$ cat config.mk
export PLATFORM = sky130hd
export DESIGN_NAME = pfc_top
export DESIGN_NICKNAME = d
export VERILOG_FILES = /design/src/pfc_pkg.sv /design/src/pfc_temp_conv.sv /design/src/pfc_top.sv
export VERILOG_INCLUDE_DIRS = /design/src
export SDC_FILE = /design/constraint.sdc
export NUM_CORES = 1
export LEC_CHECK = 0
export ABC_AREA = 1
export BUFFER_PORTS_ARGS = -buffer_cell sky130_fd_sc_hd__buf_2
export CORE_ASPECT_RATIO = 0.5
export CORE_MARGIN = 5
export CORE_UTILIZATION = 53
export DETAILED_ROUTE_END_ITERATION = 12
export PLACE_DENSITY = 0.8
export SYNTH_ARGS = -nofsm -noshare
export SYNTH_HDL_FRONTEND = slang
export SYNTH_SLANG_ARGS = --single-unit
$ cat constraint.sdc
create_clock -name clk -period 2.7 [get_ports clk]
set_clock_uncertainty 0.15 [all_clocks]
set_input_delay 0.27 -clock clk [delete_from_list [all_inputs] [get_ports clk]]
set_output_delay 0.27 -clock clk [all_outputs]
set_load 0.02 [all_outputs]
$ cat src/pfc_cfg.svh
// Functional notes
// - The die temperature is an 8-bit read-only result, read as one byte, zero after reset.
// - The temperature result refreshes about once a second and reads return the latest value.
// - Temperature code N means -20 C plus N times 0.652 C, full scale 146.2 C.
// - With the current-limit gang bit set, a current-limit fault on either channel turns both off, else only the faulted one.
// - With the power-cut gang bit set, a two-pair power-cut fault on either channel turns both off, else only the faulted one.
// - In automatic mode both gang bits of a port are set at turn-on of a four-pair single-signature load.
// - The summed-power-cut enable bit switches summed four-pair policing of its port on or off.
// - Current-limit faults are acted on whatever the summed-power-cut enable bits hold.
// - In automatic and semi-automatic mode the summed-power-cut enable bit is set at turn-on of a single-signature load.
// - The disconnect threshold bit selects 4.5 mA when one and 6.5 mA when zero.
// - Dual-signature loads get the threshold bit set at turn-on and each channel is disconnected on its own.
// - Single-signature loads get the threshold bit from the class at turn-on: zero for 1-4, one for 5-8.
// - The fault setup register sits at command 2Dh, one byte, read and write, zero after reset.
// - The temperature register sits at command 2Ch, one byte, read only.
// - Summed power-cut checking pauses during partial disconnect or while a channel is below about 30 mA.
`ifndef PFC_CFG_SVH
`define PFC_CFG_SVH

`define PFC_CMD_TEMP 8'h2c
`define PFC_CMD_FAULT 8'h2d
`define PFC_FAULT_RESET 8'h00
`define PFC_TEMP_RESET 8'h00
`define PFC_CURRENT_LIMIT_LSB 6
`define PFC_CUT_LSB 4
`define PFC_PPCT_LSB 2
`define PFC_DCDT_LSB 0
`define PFC_CLASS_HIGH_MIN 4'h5
`define PFC_CLK_HZ 50000000
`define PFC_TEMP_PERIOD_MS 1000
`define PFC_TEMP_TICK_CYCLES ((`PFC_CLK_HZ / 1000) * `PFC_TEMP_PERIOD_MS)
`define PFC_TEMP_OFFSET_C -20
`define PFC_TEMP_STEP_MILLI_C 652
`define PFC_TEMP_FULL_DECI_C 1462

`endif

$ cat src/pfc_pkg.sv
package pfc_pkg;
  typedef enum logic [1:0] {
    PFC_MODE_OFF = 2'b00,
    PFC_MODE_MANUAL = 2'b01,
    PFC_MODE_SEMI = 2'b10,
    PFC_MODE_AUTO = 2'b11
  } pfc_mode_t;

  typedef struct packed {
    logic [7:0] cfg;
    logic rsp_valid;
    logic [7:0] rsp_data;
    logic [3:0] ch_off;
    logic [1:0] cut_trip;
  } pfc_top_st_t;
endpackage

$ cat src/pfc_temp_conv.sv
`timescale 1ns/1ps
`include "pfc_cfg.svh"
module pfc_temp_conv #(
  parameter int TICK_CYCLES = `PFC_TEMP_TICK_CYCLES
) (
  // Clock and reset
  input wire logic clk,
  input wire logic rst_n,
  // Converter result
  input wire logic [7:0] adc_code,
  // Held reading
  output logic [7:0] die_temperature_code,
  output logic tick
);
  localparam int CW = $clog2(TICK_CYCLES + 1);
  localparam logic [CW-1:0] LAST = CW'(TICK_CYCLES - 1);

  typedef struct packed {
    logic [CW-1:0] cnt;
    logic [7:0] temp;
  } pfc_temp_st_t;

  pfc_temp_st_t s_q;
  pfc_temp_st_t s_d;

  always_comb begin
    s_d = s_q;
    if (s_q.cnt == LAST) begin
      s_d.cnt = '0;
      // Code is passed unscaled, -20 C plus code times the step
      s_d.temp = adc_code;
    end else begin
      s_d.cnt = s_q.cnt + CW'(1);
    end
  end

  always_ff @(posedge clk or negedge rst_n) begin
    if (!rst_n) begin
      s_q <= '{cnt: '0, temp: `PFC_TEMP_RESET};
    end else begin
      s_q <= s_d;
    end
  end

  assign die_temperature_code = s_q.temp;
  assign tick = (s_q.cnt == LAST);
endmodule

$ cat src/pfc_top.sv
`timescale 1ns/1ps
`include "pfc_cfg.svh"
module pfc_top #(
  parameter int TEMP_TICK_CYCLES = `PFC_TEMP_TICK_CYCLES
) (
  // Clock and reset
  input wire logic clk,
  input wire logic rstn,
  // Command port
  input wire logic cmd_valid,
  input wire logic cmd_write,
  input wire logic [7:0] cmd_code,
  input wire logic [7:0] cmd_wdata,
  output logic rsp_valid,
  output logic [7:0] rsp_data,
  // Port turn-on context
  input wire logic [1:0] turn_on,
  input pfc_pkg::pfc_mode_t [1:0] port_mode,
  input wire logic [1:0] port_dual_sig,
  input wire logic [1:0][3:0] port_class,
  // Channel monitors
  input wire logic [3:0] current_limit_fault,
  input wire logic [3:0] pcut2_fault,
  input wire logic [3:0] below_disc,
  input wire logic [3:0] below_30ma,
  input wire logic [1:0] partial_disc,
  input wire logic [1:0] summed_over,
  input wire logic [7:0] adc_temp_code,
  // Control outputs
  output logic [3:0] ch_off,
  output logic [1:0] summed_cut_trip,
  output logic [1:0] summed_check_active,
  output logic [1:0] dc_thresh_low
);
  logic [1:0] rst_sync_q;
  logic rst_n;
  logic [7:0] temp_code;
  pfc_pkg::pfc_top_st_t s_q;
  pfc_pkg::pfc_top_st_t s_d;

  always_ff @(posedge clk or negedge rstn) begin
    if (!rstn) begin
      rst_sync_q <= 2'h0;
    end else begin
      rst_sync_q <= {rst_sync_q[0], 1'b1};
    end
  end
  assign rst_n = rst_sync_q[1];

  pfc_temp_conv #(
    .TICK_CYCLES(TEMP_TICK_CYCLES)
  ) u_temp (
    .clk(clk),
    .rst_n(rst_n),
    .adc_code(adc_temp_code),
    .die_temperature_code(temp_code),
    .tick()
  );

  function automatic logic [7:0] read_mux(input logic [7:0] code, input logic [7:0] temp,
                                          input logic [7:0] cfg);
    case (code)
      `PFC_CMD_TEMP: read_mux = temp;
      `PFC_CMD_FAULT: read_mux = cfg;
      default: read_mux = 8'h00;
    endcase
  endfunction

  always_comb begin
    logic [1:0] pair;
    logic single;
    logic active;
    pair = 2'h0;
    single = 1'b0;
    active = 1'b0;
    s_d = s_q;
    s_d.rsp_valid = 1'b0;
    s_d.ch_off = 4'h0;
    s_d.cut_trip = 2'h0;
    summed_check_active = 2'h0;
    if (cmd_valid && cmd_write && cmd_code == `PFC_CMD_FAULT) begin
      s_d.cfg = cmd_wdata;
    end
    if (cmd_valid && !cmd_write) begin
      s_d.rsp_valid = 1'b1;
      s_d.rsp_data = read_mux(cmd_code, temp_code, s_q.cfg);
    end
    for (int p = 0; p < 2; p++) begin
      single = !port_dual_sig[p];
      // Turn-on updates come after the host write so hardware wins
      if (turn_on[p]) begin
        if (single && port_mode[p] == pfc_pkg::PFC_MODE_AUTO) begin
          s_d.cfg[`PFC_CURRENT_LIMIT_LSB + p] = 1'b1;
          s_d.cfg[`PFC_CUT_LSB + p] = 1'b1;
        end
        if (single && (port_mode[p] == pfc_pkg::PFC_MODE_AUTO ||
                       port_mode[p] == pfc_pkg::PFC_MODE_SEMI)) begin
          s_d.cfg[`PFC_PPCT_LSB + p] = 1'b1;
        end
        if (!single) begin
          s_d.cfg[`PFC_DCDT_LSB + p] = 1'b1;
        end else begin
          s_d.cfg[`PFC_DCDT_LSB + p] = (port_class[p] >= `PFC_CLASS_HIGH_MIN);
        end
      end
      pair = current_limit_fault[2*p +: 2];
      if (s_q.cfg[`PFC_CURRENT_LIMIT_LSB + p]) begin
        s_d.ch_off[2*p +: 2] = s_d.ch_off[2*p +: 2] | {2{|pair}};
      end else begin
        s_d.ch_off[2*p +: 2] = s_d.ch_off[2*p +: 2] | pair;
      end
      pair = pcut2_fault[2*p +: 2];
      if (s_q.cfg[`PFC_CUT_LSB + p]) begin
        s_d.ch_off[2*p +: 2] = s_d.ch_off[2*p +: 2] | {2{|pair}};
      end else begin
        s_d.ch_off[2*p +: 2] = s_d.ch_off[2*p +: 2] | pair;
      end
      active = s_q.cfg[`PFC_PPCT_LSB + p] && !partial_disc[p] &&
               !(|below_30ma[2*p +: 2]);
      summed_check_active[p] = active;
      if (active && summed_over[p]) begin
        s_d.cut_trip[p] = 1'b1;
        s_d.ch_off[2*p +: 2] = 2'h3;
      end
      pair = below_disc[2*p +: 2];
      if (!single || !s_q.cfg[`PFC_DCDT_LSB + p]) begin
        s_d.ch_off[2*p +: 2] = s_d.ch_off[2*p +: 2] | pair;
      end else if (&pair) begin
        s_d.ch_off[2*p +: 2] = 2'h3;
      end
    end
  end

  always_ff @(posedge clk or negedge rst_n) begin
    if (!rst_n) begin
      s_q <= '{cfg: `PFC_FAULT_RESET, rsp_valid: 1'b0, rsp_data: 8'h00,
               ch_off: 4'h0, cut_trip: 2'h0};
    end else begin
      s_q <= s_d;
    end
  end

  assign rsp_valid = s_q.rsp_valid;
  assign rsp_data = s_q.rsp_data;
  assign ch_off = s_q.ch_off;
  assign summed_cut_trip = s_q.cut_trip;
  assign dc_thresh_low = {s_q.cfg[`PFC_DCDT_LSB + 1], s_q.cfg[`PFC_DCDT_LSB]};
endmodule

# == After elaboration in Yosys (flattened, before gate mapping) ==
# Cells that the tools add are included.
# word_totals
elab_cells,94
register_bits,59
input_bits,64
# classes
eq_ne,7
mux,32
add_sub_neg,1
reduce_logical,36
bitwise_logic,6
n_lt_le_gt_ge,2
# ops
op,count
"26-bit by 1-bit adder with 26-bit output, second input constant",1
"26-bit equality test, second input constant",1
26-bit two-way mux,1
2-bit two-way mux,10
1-bit two-way mux,18
"8-bit by 6-bit equality test with 1-bit output, second input constant",2
8-bit one-hot mux with 2 select lines,1
1-bit logical AND,13
2-bit OR,6
2-bit OR reduction,6
1-bit zero test,9
9-bit two-way mux,1
"2-bit equality test, second input constant",4
"4-bit by 3-bit >= comparator with 1-bit output, second input constant",2
8-bit two-way mux,1
1-bit logical OR,4
2-bit AND reduction,2
2-bit nonzero test,2

# == Longest topological paths before layout ==
# Gate-level depths: netlist of the first run.
# logic_depth
ltp_word,7
depth_mapped,9
mapped_depth_nobuf,9

# == By module ==
# From an unflattened synthesis of the first run, not the netlist that was laid out.
# hier_totals
cells_unflattened,450
area_unflattened_um2,3452.1
# by_module_without_submodules
mod,cells_per_inst,n_inst,seq_area_each_um2,area_per_inst_um2
pfc_temp_conv,258,1,850.8,1995.7
pfc_top,192,1,625.6,1456.4

# == Worst setup path before layout of the first run ==
# Ideal clock, no wire load.
# synth_path
kind,register to register
start,reg u_temp.s_q[8] (netlist name)
end,reg u_temp.s_q[27] (netlist name)
arrival_time_ns,1.226
path_slack_ns,1.202
path_stages_with_launch,8
n_path_buf,1
required_ns,2.429
path_cell_list,dfrtp_1 ha_1 nand2_1 nor2_4 nand3_1 nor2_2 buf_2 nor2_1
# synth_lines
element,line_no,source
from (decl),pfc_temp_conv.sv:23,pfc_temp_st_t s_q;
from (signal assigned),pfc_temp_conv.sv:39,"s_q <= '{cnt: '0, temp: `PFC_TEMP_RESET};"

# == Worst setup path after layout of the first run ==
# layout_path
start,reg u_temp.s_q[8] (netlist name)
end,"reg u_temp.s_q, in the netlist u_temp.die_temperature_code[7]"
# layout_between
elab_chain_cells,1
# layout_rtl
element
26-bit equality test
# Every way passes these cells.
# A chain may end at the register's enable or synchronous reset.

==> out/summary.md, run 1 <==
- 44.8% — sequential element share of the synthesized area
- 0.928 — final weighted congestion of routability-driven global placement
- 3 — number of levels the H-tree was split into
- 21 — critical path fanouts, max
- 0 — max-cap violation count
- 0.00205 W — total chip power
- 8 — R2R depth
- 55.9% — headroom to the max-slew limit
- ha_1 > nand2_1 > nor2_4 > nand3_1 > nor2_2 > buf_4 > nand2_1 > nand2_1 — cell-by-cell trace of the critical path
- 320 ps — source-to-sink clock delay at the later pin of the worst-skew pair
- 20 — Rows
- 22.5% — fraction of layout instances using a drive strength above 1
- 2 — clk buf depth
- dfrtp_1 45%, nand2_1 18%, nor2_1 7.2% — top cells by area in the synthesized netlist
- 460 — instance count of the mapped netlist
- 313 — number of violations reported at the end of detailed-routing iteration 0
- 4.91 — number of vias per cell after detailed routing
- 65.8 um — height of the die
- 5 — detailed-routing iteration count for the pre-antenna-repair pass
- input pin to flip-flop — Hold WC Path Type
- flip-flop to flip-flop — critical path start-end classification
- 13,400 um — wire length of the first global-routing pass
- nand2_1 — cell seen most often among critical-path stages
- u_temp.die_temperature_code[7] — worst setup path endpoint
- u_temp.die_temperature_code[7] — end of the worst register-to-register path
- false — RSZ-0062 raised after global routing
- 1840 ps — arrival time reported for the critical path endpoint
- 1730 ps — final critical delay including setup and external delays
- 3290 um^2 — post-synthesis instance area
- 6060 um^2 — core box area
- 59 — clock sink count
- dfrtp_1 — cell taking the most area after synthesis
- 7990 um^2 — die footprint
- 13.0 um — routed length per instance
- 0 — GR Overflow Total
- 23.2% — Synth-to-Final Area Change
- 970 ps — FF-to-FF setup slack
- 8350 um — total length of routed wires
- 162 x nand2_1, 63 x nor2_1, 59 x dfrtp_1 — most numerous cell types in the synthesized netlist
- clkbuf_16 — Root Buffer
- 578 MHz — highest clock rate
- 0 ps — post-route setup TNS
- 241 uV — VDD IR max
- 50 ps — register clock-pin slew on the reported worst setup and hold paths
- u_temp.s_q[8] — source of the critical timing path
- dfrtp_1 — cell with the biggest individual delay on the critical path
- 0 — antenna violations before repair
- 525 — Post-Synthesis Net Count
- 0 — final setup fails
- cmd_wdata[2] — launch instance of the worst min-delay path
- 1070 ps — pre-CTS WS
- 0 — final routed DRC violation total
- 9 — number of buffers created by CTS
- 121 um — width of the die
- 3,141 — Via Count
- 21.6% — aggregate global-route resource usage
- 505 nW/um^2 — cell area power density
- 612 — net count of the finished layout
- 82 — number of I/O port buffers
- 6230 um — sum of net half-perimeters after detailed placement
- 100% — FFs w/ async S/R, synth
- yes — clock tree from TritonCTS
- 8.52 ps — final-layout worst hold slack
- 64.0% — part of the cycle the worst path needs
- flip-flop — Worst Setup Start Kind
- 24 — Synth cell types
- 2810 ps — Req. time, crit path
- 33 — maximum number of pins on one net before global-route repair
- 54.4% — Starting Density
- 0 — ant diodes
- 0 — Hold Vio Cnt, Final
- 59 — Synth Register Bits
- 44.8% — area share of the largest cell type after synthesis
- 83 — I/O pin count
- 971 ps — final worst slack
- 0 — post-detailed-route count of antenna-violating nets
- 7.16 um^2 — post-synthesis average cell area
- 2.14 nW — leakage power figure
- u_temp.s_q[8] — reg2reg start
- 380 ps — slowest cell delay on critical path
- flip-flop — Critical Path End Type
- 0 — final number of max-transition violations
- nand2_1 — most instantiated library cell after synthesis
- 2,934 — via count of the first global-routing pass
- 0 — Synthesis Warnings
- 0 — number of enable flip-flop cells after synthesis
- finished, final reports clean — outcome
- dfrtp_1 — Most used DFF post-synth
- 661 ps — transition at the pin with the smallest max-transition slack
==> area by class of cell <==
cell class / count / area (um^2)
Clock inverter: 5 / 30.0
Clock buffer: 11 / 233
Inverter: 53 / 199
Tap cell: 88 / 110
Sequential cell: 59 / 1480
Fill cell: 540 / 2000
Timing Repair Buffer: 94 / 523
Multi-Input combinational cell: 330 / 1490
==> report_power, final <==
part | total [W] | switching, W | internal (W)
sequential | 0.000915 | 0.0000170 | 0.000898
combinational | 0.000138 | 0.0000734 | 0.0000648
clock | 0.000997 | 0.000383 | 0.000614
total | 0.00205 | 0.000473 | 0.00158
==> cells in the final DEF, fill, tap and decap left out, types with 7 or more instances in the layout <==
cell / n
dfrtp_1: 58
nor3_1: 7
dlygate4sd3_1: 9
buf_2: 82
clkbuf_16: 9
nor2_2: 9
nand3_1: 36
nand2_1: 162
xor2_1: 9
o21ai_0: 10
nand4_1: 8
nor2_1: 63
inv_1: 46
==> worst max-delay path: cells and delay by family (launching register included) <==
kind | cells | cell delay [ps]
AND/OR/NAND/NOR | 6 | 700
flip-flops | 1 | 380
buffers and inverters | 1 | 240
adder cells (fa/ha/maj) | 1 | 200
==> how the worst min path moves through the flow <==
stage	endpoint	depth (start not counted)	slack, ps
after floorplan	rst_sync_q[0]	0	-180
after global placement	rst_sync_q[0]	1	-90
after detailed placement	rst_sync_q[0]	1	-90
after CTS	s_q[17]	3	3
after global routing	u_temp.die_temperature_code[0]	3	10
final	s_q[17]	3	9
==> per-stage QoR <==
step | util (%) | std cells | cell area (um^2)
6_report | 67.0 | 640 | 4060
5_1_grt | 67.0 | 640 | 4060
4_1_cts | 67.0 | 640 | 4060
3_5_place_dp | 61.2 | 615 | 3710
3_3_place_gp | 61.2 | 615 | 3710
2_1_floorplan | - | 460 | 3290
==> per-layer routing <==
layer / track usage (%) / routed length [um]
met1: 26.3 / 3510
met4: 6.42 / 51
met3: 5.33 / 626
met2: 38.1 / 4160
met5: 0 / 0
==> registers in the layout, summed over array words and instances (netlist names) <==
| register | cells |
|---|---|
| u_temp.s_q | 26 |
| u_temp.die_temperature_code | 8 |
| s_q | 6 |
| ch_off | 4 |
| rsp_valid | 1 |
| rst_sync_q | 2 |
| rsp_data | 8 |
| summed_cut_trip | 2 |
| dc_thresh_low | 2 |
==> kinds of logic (layout without fill, tap and decap cells) <==
| kind of cell | Yosys count | count (layout) | share of synthesized area, % |
|---|---|---|---|
| adder cells (fa/ha/maj) | 1 | 1 | 0.380 |
| flip-flops | 59 | 59 | 44.8 |
| other | 1 | 1 | 0.114 |
| XOR/XNOR | 12 | 12 | 3.19 |
| AO/OA/AOI/OAI | 18 | 18 | 2.89 |
| buffers and inverters | 71 | 163 | 10.1 |
| AND/OR/NAND/NOR | 298 | 298 | 38.5 |
==> repair_timing <==
action | 4_1_cts | 5_1_grt
hold endpoints to repair | 10 | 0
buffers inserted | 0 | 0
hold buffers | 9 | 0
resized for setup | 0 | 0
Power figures use the tool's default switching activity.
==> inputs of run 2 (changes only) <==
--- a/config.mk
+++ b/config.mk
@@ -6,13 +6,13 @@
 export SDC_FILE = /design/constraint.sdc
 export NUM_CORES = 1
 export LEC_CHECK = 0
-export ABC_AREA = 1
+export ABC_AREA = 0
 export BUFFER_PORTS_ARGS = -buffer_cell sky130_fd_sc_hd__buf_2
 export CORE_ASPECT_RATIO = 0.5
 export CORE_MARGIN = 5
-export CORE_UTILIZATION = 53
+export CORE_UTILIZATION = 47
 export DETAILED_ROUTE_END_ITERATION = 12
-export PLACE_DENSITY = 0.8
+export PLACE_DENSITY = 0.76
 export SYNTH_ARGS = -nofsm -noshare
 export SYNTH_HDL_FRONTEND = slang
 export SYNTH_SLANG_ARGS = --single-unit
==> constraint.sdc (replaced) <==
create_clock -name clk -period 1.5 [get_ports clk]
set_clock_uncertainty 0.15 [all_clocks]
set_input_delay 0.15 -clock clk [delete_from_list [all_inputs] [get_ports clk]]
set_output_delay 0.15 -clock clk [all_outputs]
set_load 0.02 [all_outputs]
==> out/summary.md, run 2 <==
- 804 nW/um^2 — cell area power density
- 24.6 um — routed length per instance
- flip-flop — Critical Path End Type
- 0 — number of enable flip-flop cells after synthesis
- nand4_1 > or4_4 > or4_1 > a21oi_1 — cell-by-cell trace of the critical path
- 122 um — width of the die
- dfrtp_1 50%, buf_4 4.9%, mux2i_1 4.8% — top cells by area in the synthesized netlist
- 29.3% — aggregate global-route resource usage
- 496 MHz — highest clock rate
- 330 ps — source-to-sink clock delay at the later pin of the worst-skew pair
- 501 ps — transition at the pin with the smallest max-transition slack
- 59 x dfrtp_1, 24 x nand2_1, 19 x buf_4 — most numerous cell types in the synthesized netlist
- 48.5% — Starting Density
- 6060 um^2 — core box area
- -517 ps — final worst slack
- 48.1% — fraction of layout instances using a drive strength above 1
- 4900 um^2 — post-route standard cell area excluding fillers
- 0 — GR Overflow Total
- 6.27 — number of vias per cell after detailed routing
- clkbuf_16 — Root Buffer
- simple AND/OR/NAND/NOR gates — family of cells with the greatest summed delay on the critical path
- 24.8% — switching power as a share of total power
- 65.9 um — height of the die
- 0 — Synthesis Warnings
- 0 — Hold Vio Cnt, Final
- 6 — critical path fanouts, max
- 32 — final setup fails
- 134% — part of the cycle the worst path needs
- 0 — max-cap violation count
- 59 — Synth Register Bits
- 3,377 — via count of the first global-routing pass
- 13,600 um — total length of routed wires
- finished with violations — outcome
- u_temp.s_q — register with the most flip-flops
- 60 ps — register clock-pin slew on the reported worst setup and hold paths
- 2940 um^2 — post-synthesis instance area
- 274 — instance count of the mapped netlist
- 525 — net count of the finished layout
- 482 uV — VDD IR max
- 1 — antenna violations before repair
- 0 — post-detailed-route count of antenna-violating nets
- 83 — I/O pin count
- 42 — Synth cell types
- 2 — clk buf depth
- 3 — number of levels the H-tree was split into
- 17.0 ps — final-layout worst hold slack
- 50.2% — sequential element share of the synthesized area
- 80 x buf_2, 56 x buf_4, 52 x dfrtp_1 — commonest cells after routing, fill and taps aside
- true — RSZ-0062 raised after global routing
- 26 — maximum number of pins on one net before global-route repair
- flip-flop — Worst Setup Start Kind
- input pin to flip-flop — Hold WC Path Type
- yes — clock tree from TritonCTS
- 296 — count of fill cells added during filler insertion
- 3810 um^2 — placed cell areas
- 0 — final number of max-transition violations
- 8030 um^2 — die footprint
- 3,472 — Via Count
- 9 — number of buffers created by CTS
- 82 — number of I/O port buffers
- 2020 ps — final critical delay including setup and external delays
- 0.00296 W — Internal Power
- 10.7 um^2 — post-synthesis average cell area
- 50.2% — area share of the largest cell type after synthesis
- 0.000976 W — net switching component of the power
- 339 — Post-Synthesis Net Count
- 2120 ps — arrival time reported for the critical path endpoint
- dfrtp_1 — Most used DFF post-synth
- 9.8% — fraction of power consumed by combinational cells
- 0 — total buffers and inverters traversed by the critical path
- 20 — Rows
- -386 ps — pre-CTS WS
- 80.9% — post-layout util
- 100% — FFs w/ async S/R, synth
- buf_2 — most common library cell in the layout ignoring fill and taps
- 500 ps — slowest cell delay on critical path
- dfrtp_1 — cell taking the most area after synthesis
- 66.6% — Synth-to-Final Area Change
- 0.870 — final weighted congestion of routability-driven global placement
- 66.6% — headroom to the max-slew limit
- 17,800 um — wire length of the first global-routing pass
- 7 — detailed-routing iteration count for the pre-antenna-repair pass
- 48.5% — Clock Power Share
- dfrtp_1 — most instantiated library cell after synthesis
- flip-flop to flip-flop — critical path start-end classification
- 530 — number of violations reported at the end of detailed-routing iteration 0
- 2.35 nW — leakage power figure
- 41.7% — part of the power in registers
- 1600 ps — Req. time, crit path
- dfrtp_1 — cell with the biggest individual delay on the critical path
- 59 — clock sink count
- 5970 um — sum of net half-perimeters after detailed placement
- setup timing — violations in the final reports
- 26 — max reg flops
- 0 — final routed DRC violation total
run 2: area by class of cell:
class / instances / area (um^2) / share of cell area, %
inverters: 4 / 15.0 / 0.307
flip-flops and latches: 59 / 1490 / 30.3
diodes: 2 / 5.00 / 0.102
well taps: 88 / 110 / 2.25
repair buffers: 197 / 1480 / 30.2
multi-input cells: 189 / 1530 / 31.3
clock inverters: 5 / 30.0 / 0.613
clock buffers: 10 / 239 / 4.88
run 2: power groups by stage:
| stage | Combinational, W | Sequential (W) | Clock, W |
|---|---|---|---|
| after global routing | 0.000410 | 0.00164 | 0.00199 |
| after detailed placement | 0.000250 | 0.00167 | 0 |
| after CTS | 0.000344 | 0.00164 | 0.00186 |
| final | 0.000386 | 0.00164 | 0.00191 |
| after global placement | 0.000236 | 0.00166 | 0 |
| after floorplan | 0.000105 | 0.00167 | 0 |
run 2: kinds of logic (layout without fill, tap and decap cells):
group | count (synthesis) | in the layout | synth area share [%]
buffers and inverters | 27 | 216 | 6.22
xor gates and xnor gates | 15 | 15 | 4.47
and+or+nand+nor | 109 | 110 | 22.0
muxes | 24 | 24 | 8.60
adders and majority gates | 1 | 1 | 0.426
other | 1 | 3 | 0.128
AOI/OAI and AO/OA | 38 | 38 | 7.96
DFF | 59 | 59 | 50.2
run 2: timing repair:
| action | in CTS | in global routing |
|---|---|---|
| setup buffers | 7 | 9 |
| endpoints found under the setup margin | 28 | 38 |
| pin swaps | 10 | 11 |
| resized for setup | 28 | 37 |
| endpoints found under the hold margin | 25 | 0 |
| gates cloned | 0 | 1 |
| hold buffers | 46 | 0 |
run 2: worst paths after layout:
kind / start / to / slack, ps / cells past startpoint
hold reg to reg: rst_sync_q[1] / u_temp.die_temperature_code[6] / 90 / 0
setup / recovery: u_temp.s_q[23] / u_temp.s_q[33] / -520 / 4
min in group asynchronous: rst_sync_q[1] / u_temp.die_temperature_code[6] / 90 / 0
max in group asynchronous: rstn / rst_sync_q[1] / 520 / 3
hold / removal: port_dual_sig[1] / dc_thresh_low[1] / 20 / 3
setup reg to reg: u_temp.s_q[23] / u_temp.s_q[33] / -520 / 4
run 2: stage by stage:
step / instances / setup TNS, ps / power, W
after floorplan: 274 / -6110 / 0.00178
after global routing: 553 / -12150 / 0.00405
final: 554 / -11150 / 0.00394
after CTS: 545 / -7050 / 0.00384
after global placement: 478 / -6740 / 0.00190
after detailed placement: 478 / -7720 / 0.00192
run 2: worst reg2reg max path: stages, from the launching register on:
cell and delay (ps):
dfrtp_1 500, nand4_1 210, or4_4 470, or4_1 450, a21oi_1 170
run 2: layer usage:
metal | GRT usage (%) | vias to the layer above | wire, um
met1 | 31.8 | 1620 | 4430
li1 | - | 1356 | -
met2 | 53.2 | 358 | 6370
met3 | 7.35 | 138 | 1490
met5 | 0 | - | 0
met4 | 15.8 | 0 | 1350
